<file path="src/design/gpc_pkg.sv">
// Shared constants and types for the eight-pin general purpose control port.
package gpc_pkg;

  // ---------------------------------------------------------------------------
  // Register map
  // ---------------------------------------------------------------------------
  localparam int unsigned ADDR_W           = 12;
  localparam int unsigned DATA_W           = 32;
  localparam int unsigned STRB_W           = 4;
  localparam logic [11:0] GPC_CTRL_OFFSET  = 12'hB8;

  // ---------------------------------------------------------------------------
  // Field layout of one pin group
  // ---------------------------------------------------------------------------
  localparam int unsigned PIN_COUNT        = 8;
  localparam int unsigned GROUP_W          = 4;
  localparam int unsigned IN_POS           = 0;
  localparam int unsigned OE_POS           = 1;
  localparam int unsigned VAL_POS          = 2;
  localparam int unsigned RSV_POS          = 3;
  localparam int unsigned PINS_PER_BYTE    = 2;
  localparam logic [31:0] RSV_MASK         = 32'h8888_8888;

  // ---------------------------------------------------------------------------
  // Values after reset
  // ---------------------------------------------------------------------------
  localparam logic        OE_RST           = 1'b0;
  localparam logic        VAL_RST          = 1'b0;
  localparam logic        SYNC_RST         = 1'b0;
  localparam logic [31:0] RDATA_RST        = 32'h0000_0000;

  // ---------------------------------------------------------------------------
  // Cycle counts
  // ---------------------------------------------------------------------------
  localparam int unsigned SYNC_STAGES      = 2;

  typedef enum logic [0:0] {
    ST_IDLE,
    ST_RESP
  } gpc_apb_state_type;

endpackage : gpc_pkg

</file>
<file path="src/design/gpc_pin_cell.sv">
// One general purpose pin: input synchroniser, direction and output value bits.
module gpc_pin_cell
(
  // Clock and reset
  input  wire logic clk_sys_in,
  input  wire logic rst_in,
  // Register write side
  input  wire logic wr_en_in,
  input  wire logic oe_data_in,
  input  wire logic val_data_in,
  // Pin side
  input  wire logic pad_in,
  output logic      pad_out,
  output logic      pad_oe_out,
  // Register read side
  output logic      sampled_out,
  output logic      oe_out,
  output logic      val_out
);

  logic sync1_reg;
  logic sync2_reg;
  logic oe_reg;
  logic val_reg;

  // ---------------------------------------------------------------------------
  // Input sampling
  // ---------------------------------------------------------------------------
  // The first stage is read only by the second, so a metastable pin level never reaches the bus.
  always_ff @(posedge clk_sys_in)
  begin
    if (rst_in)
    begin
      sync1_reg <= gpc_pkg::SYNC_RST;
      sync2_reg <= gpc_pkg::SYNC_RST;
    end
    else
    begin
      sync1_reg <= pad_in;
      sync2_reg <= sync1_reg;
    end
  end

  // ---------------------------------------------------------------------------
  // Direction and output value
  // ---------------------------------------------------------------------------
  always_ff @(posedge clk_sys_in)
  begin
    if (rst_in)
    begin
      oe_reg  <= gpc_pkg::OE_RST;
      val_reg <= gpc_pkg::VAL_RST;
    end
    else if (wr_en_in)
    begin
      oe_reg  <= oe_data_in;
      val_reg <= val_data_in;
    end
  end

  assign sampled_out = sync2_reg;
  assign oe_out      = oe_reg;
  assign val_out     = val_reg;
  assign pad_oe_out  = oe_reg;
  assign pad_out     = val_reg;

endmodule : gpc_pin_cell

</file>
<file path="src/design/gpc_gpio_ctrl.sv">
// APB-reached eight-pin general purpose control register with its pin logic.
module gpc_gpio_ctrl
(
  // Clock and reset
  input  wire logic        clk_sys_in,
  input  wire logic        rst_in,
  // Port role strap, high on the upstream port
  input  wire logic        upstream_strap_in,
  // APB slave
  input  wire logic        psel_in,
  input  wire logic        penable_in,
  input  wire logic        pwrite_in,
  input  wire logic [11:0] paddr_in,
  input  wire logic [31:0] pwdata_in,
  input  wire logic [3:0]  pstrb_in,
  output logic             pready_out,
  output logic             pslverr_out,
  output logic [31:0]      prdata_out,
  // General purpose pins
  input  wire logic [7:0]  gpio_pin_in,
  output logic [7:0]       gpio_pin_out,
  output logic [7:0]       gpio_pin_oe_out,
  // Status
  output logic             upstream_role_out
);

  // ---------------------------------------------------------------------------
  // Declarations
  // ---------------------------------------------------------------------------
  gpc_pkg::gpc_apb_state_type state_reg;
  gpc_pkg::gpc_apb_state_type state_next;

  logic        strap_sync1_reg;
  logic        strap_sync2_reg;
  logic        role_up_reg;
  logic        role_valid_reg;
  logic [31:0] prdata_reg;
  logic        err_reg;
  logic        addr_hit;
  logic        access_ok;
  logic        commit;
  logic [31:0] read_word;
  logic [7:0]  in_bits;
  logic [7:0]  oe_bits;
  logic [7:0]  val_bits;
  logic [7:0]  wr_en_bits;
  logic [7:0]  wr_oe_bits;
  logic [7:0]  wr_val_bits;

  // ---------------------------------------------------------------------------
  // Port role
  // ---------------------------------------------------------------------------
  // The strap is a pin, so it is synchronised and then caught once after reset.
  // The synchroniser runs through reset, so both stages already hold the strap when it is caught.
  always_ff @(posedge clk_sys_in)
  begin
    strap_sync1_reg <= upstream_strap_in;
    strap_sync2_reg <= strap_sync1_reg;
  end

  // The role is caught on the second cycle after release, when the strap has cleared both stages.
  logic capture_wait_reg;

  always_ff @(posedge clk_sys_in)
  begin
    if (rst_in)
    begin
      capture_wait_reg <= 1'b1;
      role_valid_reg   <= 1'b0;
      role_up_reg      <= 1'b0;
    end
    else if (!role_valid_reg)
    begin
      capture_wait_reg <= 1'b0;
      if (!capture_wait_reg)
      begin
        role_valid_reg <= 1'b1;
        role_up_reg    <= strap_sync2_reg;
      end
    end
  end

  assign upstream_role_out = role_up_reg;

  // ---------------------------------------------------------------------------
  // APB access control
  // ---------------------------------------------------------------------------
  assign addr_hit  = (paddr_in[11:2] == gpc_pkg::GPC_CTRL_OFFSET[11:2]);
  assign access_ok = addr_hit && role_up_reg;

  // The answer waits one cycle in the access phase, and also until the role is known.
  always_comb
  begin
    state_next = state_reg;
    case (state_reg)
      gpc_pkg::ST_IDLE:
      begin
        if (psel_in && penable_in && role_valid_reg)
        begin
          state_next = gpc_pkg::ST_RESP;
        end
      end
      gpc_pkg::ST_RESP:
      begin
        state_next = gpc_pkg::ST_IDLE;
      end
      default:
      begin
        state_next = gpc_pkg::ST_IDLE;
      end
    endcase
  end

  always_ff @(posedge clk_sys_in)
  begin
    if (rst_in)
    begin
      state_reg <= gpc_pkg::ST_IDLE;
    end
    else
    begin
      state_reg <= state_next;
    end
  end

  always_ff @(posedge clk_sys_in)
  begin
    if (rst_in)
    begin
      prdata_reg <= gpc_pkg::RDATA_RST;
      err_reg    <= 1'b0;
    end
    else if (state_reg == gpc_pkg::ST_IDLE && psel_in && penable_in && role_valid_reg)
    begin
      prdata_reg <= (access_ok && !pwrite_in) ? read_word : gpc_pkg::RDATA_RST;
      err_reg    <= !access_ok;
    end
  end

  assign pready_out  = (state_reg == gpc_pkg::ST_RESP);
  assign pslverr_out = (state_reg == gpc_pkg::ST_RESP) && err_reg;
  assign prdata_out  = prdata_reg;
  assign commit      = pready_out && psel_in && penable_in && pwrite_in && access_ok;

  // ---------------------------------------------------------------------------
  // Register layout
  // ---------------------------------------------------------------------------
  always_comb
  begin
    read_word = 32'h0000_0000;
    for (int n = 0; n < gpc_pkg::PIN_COUNT; n++)
    begin
      read_word[gpc_pkg::GROUP_W * n + gpc_pkg::IN_POS]  = in_bits[n];
      read_word[gpc_pkg::GROUP_W * n + gpc_pkg::OE_POS]  = oe_bits[n];
      read_word[gpc_pkg::GROUP_W * n + gpc_pkg::VAL_POS] = val_bits[n];
    end
  end

  // Input and reserved bits of the write data are simply never picked up.
  always_comb
  begin
    wr_en_bits  = 8'h00;
    wr_oe_bits  = 8'h00;
    wr_val_bits = 8'h00;
    for (int n = 0; n < gpc_pkg::PIN_COUNT; n++)
    begin
      wr_en_bits[n]  = commit && pstrb_in[n / gpc_pkg::PINS_PER_BYTE];
      wr_oe_bits[n]  = pwdata_in[gpc_pkg::GROUP_W * n + gpc_pkg::OE_POS];
      wr_val_bits[n] = pwdata_in[gpc_pkg::GROUP_W * n + gpc_pkg::VAL_POS];
    end
  end

  // ---------------------------------------------------------------------------
  // Pin cells
  // ---------------------------------------------------------------------------
  for (genvar g = 0; g < 8; g++)
  begin : g_pin
    gpc_pin_cell u_cell
    (
      .clk_sys_in  (clk_sys_in),
      .rst_in      (rst_in),
      .wr_en_in    (wr_en_bits[g]),
      .oe_data_in  (wr_oe_bits[g]),
      .val_data_in (wr_val_bits[g]),
      .pad_in      (gpio_pin_in[g]),
      .pad_out     (gpio_pin_out[g]),
      .pad_oe_out  (gpio_pin_oe_out[g]),
      .sampled_out (in_bits[g]),
      .oe_out      (oe_bits[g]),
      .val_out     (val_bits[g])
    );
  end

  // Pins whose byte strobe is set in the current access.
  logic [7:0] strb_pins;

  assign strb_pins = {{2{pstrb_in[3]}}, {2{pstrb_in[2]}}, {2{pstrb_in[1]}}, {2{pstrb_in[0]}}};
endmodule : gpc_gpio_ctrl

</file>
<file path="config.mk">
export PLATFORM = sky130hd
export DESIGN_NAME = gpc_gpio_ctrl
export DESIGN_NICKNAME = d
export VERILOG_FILES = /design/src/design/gpc_pkg.sv /design/src/design/gpc_pin_cell.sv /design/src/design/gpc_gpio_ctrl.sv
export SDC_FILE = /design/constraint.sdc
export NUM_CORES = 1
export LEC_CHECK = 0
export BUFFER_PORTS_ARGS = -buffer_cell sky130_fd_sc_hd__buf_2
export CORE_MARGIN = 5
export CORE_UTILIZATION = 28
export DETAILED_ROUTE_END_ITERATION = 7
export PLACE_DENSITY = 0.53
export SYNTH_ARGS = -nofsm -noshare
export SYNTH_HDL_FRONTEND = slang
export SYNTH_SLANG_ARGS = --single-unit
</file>
<file path="constraint.sdc">
create_clock -name clk_sys_in -period 3.4 [get_ports clk_sys_in]
set_input_delay 1.02 -clock clk_sys_in [delete_from_list [all_inputs] [get_ports clk_sys_in]]
set_output_delay 1.02 -clock clk_sys_in [all_outputs]
set_load 0.03 [all_outputs]
</file>
## After elaboration in Yosys (flattened, before gate mapping)

Index checks and enable logic that the tools add are counted.
Widths: inputs -> output; s select.

- Flip-flop bits (word level): 71
- Input port bits: 62
- Logic and storage cells: 68

- Eq/ne operators: 1
- Muxes and demuxes: 5
- Bitwise logic cells: 3
- Reductions and logical operators: 19

Operators with widths:

| cell | number |
|---|---|
| $mux 31 | 1 |
| $logic_and 1x1->1 | 16 |
| $eq 10x6->1 const B | 1 |
| $mux 1 | 3 |
| $not 1->1 | 3 |
| $logic_not 1->1 | 2 |
| $pmux 1 s2 | 1 |
| $reduce_and 2->1 | 1 |

## Longest topological paths before layout

- Depth after elaboration: 5
- Gate-level depth with buffers: 6
- Depth with buffers taken out: 4

## By module

From an unflattened synthesis, not the netlist that was laid out.

- Cells, all modules: 191
- Area, all modules: 2228.4 µm²

Modules (own cells, without submodules):

| module | times used | cells an instance | area an instance (µm²) |
|---|---|---|---|
| gpc_gpio_ctrl | 1 | 95 | 1147.4 |
| gpc_pin_cell | 8 | 12 | 135.1 |

## Least setup slack after synthesis

Ideal clock, no wire load.

- Path kind: input port to flip-flop
- Start point: input paddr_in[2]
- End point: register g_pin[0].u_cell.oe_reg
- Library setup time: 132 ps
- Data arrival time: 2511 ps
- Setup slack: 757 ps
- Cell stages on the path: 6
- Cell sequence: or4_4 -> or4_1 -> buf_2 -> buf_6 -> o21ai_1 -> a21oi_1

- Cells in the longest elaborated chain, start to end: 4

Ends and longest elaborated chain:

| what | line | source |
|---|---|---|
| start, declared | gpc_gpio_ctrl.sv:13 | `input wire logic [11:0] paddr_in,` |
| $eq 10x6->1 | gpc_gpio_ctrl.sv:88 | `assign addr_hit = (paddr_in[11:2] == gpc_pkg::GPC_CTRL_OFFSET[11:2]);` |
| $logic_and 1x1->1 | gpc_gpio_ctrl.sv:89 | `assign access_ok = addr_hit && role_up_reg;` |
| $logic_and 1x1->1 | gpc_gpio_ctrl.sv:143 | `assign commit = pready_out && psel_in && penable_in && pwrite_in && access_ok;` |
| $logic_and 1x1->1 | gpc_gpio_ctrl.sv:167 | `wr_en_bits[n] = commit && pstrb_in[n / gpc_pkg::PINS_PER_BYTE];` |
| end signal, assigned | gpc_pin_cell.sv:51 | `oe_reg <= gpc_pkg::OE_RST;` |
| end signal, assigned | gpc_pin_cell.sv:56 | `oe_reg <= oe_data_in;` |
| end, declared | gpc_pin_cell.sv:23 | `logic oe_reg;` |

No other way between the ends.
A chain may end at the register's enable or synchronous reset.

## Worst setup path in the final report

- Start point: input paddr_in[2]
- End point: register g_pin[2].u_cell.oe_reg

- Cells in the longest elaborated chain, start to end: 4

Ends and longest elaborated chain:

| what | line |
|---|---|
| $eq 10x6->1 | gpc_gpio_ctrl.sv:88 |
| $logic_and 1x1->1 | gpc_gpio_ctrl.sv:89 |
| $logic_and 1x1->1 | gpc_gpio_ctrl.sv:143 |
| $logic_and 1x1->1 | gpc_gpio_ctrl.sv:167 |
| end signal, assigned | gpc_pin_cell.sv:51 |
| end signal, assigned | gpc_pin_cell.sv:56 |
| end, declared | gpc_pin_cell.sv:23 |

No other way between the ends.

==> impl_metrics.ini <==
[outcome]
status = finished clean

[detailed_routing]
drc_errors = 0
via_per_inst = 4.597
routed_wl_um = 5768
ant_nets = 0
avgRoutedWirePerCell_um = 13.77
vias = 1926
drt_first_pass_iters = 4
drtIter0Drc = 49

[yosys]
netlist_area_um2 = 2317
synth-seq-cells = 63
avgSynthCellArea_um2 = 9.615
syn_inst = 241
ys_seq_area_share_pct = 54.43
yosysWarnings = 0
yosysUniqueCellTypes = 25

[hold_path]
hp-class = register to register
worstHoldPathCells = 0
min_to = strap_sync2_reg
min-delay-start = strap_sync1_reg

[sta]
finalMaxSlewViolations = 0
hold_slack_ps = 333.0
min_period_ps = 2713
fin_crit_sh_pct = 79.78
rsz0062_at_grt = false
setup_viol = 0
slew_headroom_pct = 25.73
fin_skew_ps = 6.936
max_freq_mhz = 368.6
hold_viol = 0
worst_pin_slew_ps = 1113
setup_tns_ps = 0

[setup_path]
path_cells = buf_2, or4_4, or4_1, o21ai_0, a21oi_1
path_delay_family = simple AND/OR/NAND/NOR gates
reg2reg_to = g_pin[2].u_cell.oe_out
worstPathMaxFanout = 16
required_ps = 3580
path_class = input pin to register
cp.buffers_inverters = 1
rr_startpoint = upstream_role_out
reg2reg_depth = 4
rrSetupSlack_ps = 1510
critPathSlowestCell = or4_1
cp-end-kind = register
max_stage_delay_ps = 830
critPathArrivalTime_ps = 2900
crit_path_start_kind = input pin

[clock_network]
cts_tree = yes
postCtsHoldBufs = 0
cts_buffer_depth = 2
cts-root-buf = clkbuf_8
clock-sinks = 63
clk_latency_ps = 330
numCtsBuffers = 9
cts-resized-gates = 0
postCtsSetupBuffers = 0
clk_pin_slew_ps = 70
cts.htree.levels = 3

[global_routing]
antenna_found_initial = 0
gr-total-overflow = 0
grt_max_degree = 32
grt_pass1_wl_um = 9377
grtUsageMet2_pct = 18.08
grt_pass1_vias = 1874
grt_use_total_pct = 11.67
top_usage_layer = met2
gr-usage-met1_pct = 14.85
met3_usage_pct = 4.913

[cells_and_area]
stdcell_count = 419
layout-drive-gt1-share_pct = 34.71
final_common_cell = buf_2
final_cell_mix = buf_2 (86), dfxtp_1 (63), nor2_1 (27)
largest_reg_flops = 24
n_antenna_cell = 0
areaGrowthSynthToFinish_pct = 23.27
fillers = 891
nets = 371

[power]
total_leakage_power_nw = 1.260
power_density_nw_per_um2 = 483.4
ir_drop_mv = 0.2057

[place]
dp.cells = 403
dpl.hpwl_um = 3888
gp_congestion = 0.7389
io_buffers = 86

[die]
start_util_pct = 28.49
io_pins = 113
die_area_um2 = 10190
core_area_um2 = 8134
std_cell_rows = 33
die_h_um = 101.0
dieWidth_um = 101.0

[job]
cap_violations = 0
## metal layers
| layer | wire length, um | share of wire [%] | vias to the layer above |
|---|---|---|---|
| met2 | 2605 | 45 | 67 |
| met3 | 514 | 8.9 | 7 |
| met5 | 0 | 0 | - |
| li1 | - | - | 954 |
| met1 | 2585 | 45 | 898 |
| met4 | 64 | 1.1 | 0 |
## final cells by class
| type | count | area (um2) | share of cell area (%) |
|---|---|---|---|
| sequential | 63 | 1261 | 44.15 |
| multi-input combinational | 140 | 819.5 | 28.69 |
| timing repair buffer | 90 | 460.4 | 16.12 |
| tap | 105 | 131.4 | 4.599 |
| clock buffer | 10 | 127.6 | 4.468 |
| clock inverter | 6 | 37.54 | 1.314 |
| inverter | 5 | 18.77 | 0.6570 |
## synth_stat cells, drive strengths merged
cell	n	area, um2
nand3	17	85.08
buf	29	211.5
dfxtp	63	1261
or4	2	18.77
clkbuf	11	41.29
nand4bb	1	11.26
a21oi	18	90.09
a32oi	24	210.2
nor2	28	105.1
inv	5	18.77
o21ai	17	85.08
and2	1	6.260
nand4	1	6.260
nor4	1	21.27
a21o	1	7.510
nor2b	16	100.1
nand2	2	7.510
o21a	1	7.510
nand4b	1	8.760
nor3	1	10.01
conb	1	3.750
## per-stage QoR
step	cell area (um2)	setup WS, ps	power, mW	utilization [%]
finish	2856	687.4	1.381	35.12
global route	2856	585.7	1.452	35.12
CTS	2856	713.8	1.408	35.12
detailed placement	2691	345.2	0.8505	33.09
global placement	2691	392.2	0.8490	33.09
floorplan	2344	756.9	0.8205	-
## power by group
part	switching (mW)	internal (mW)	total [mW]
sequential	0.00511	0.751	0.756
clock	0.288	0.260	0.548
combinational	0.0483	0.0283	0.0766
## how the worst max path moves through the flow
| stage | from | end | depth (start not counted) |
|---|---|---|---|
| global route | paddr_in[2] | g_pin[4].u_cell.pad_out | 5 |
| global placement | paddr_in[2] | g_pin[2].u_cell.oe_out | 5 |
| detailed placement | paddr_in[2] | g_pin[2].u_cell.oe_out | 5 |
| finish | paddr_in[2] | g_pin[2].u_cell.oe_out | 5 |
| floorplan | paddr_in[2] | g_pin[0].u_cell.oe_out | 6 |
| CTS | paddr_in[2] | g_pin[2].u_cell.oe_out | 5 |
## cell families after synthesis
logic type      count (synthesis)  share of synthesized area (%)
simple gates                   71                          16.42
flops                          63                          54.43
other cells                     1                         0.1618
compound gates                 61                          17.28
buf+inv                        45                          11.72
No activity file was read; power rests on OpenSTA's default activity.
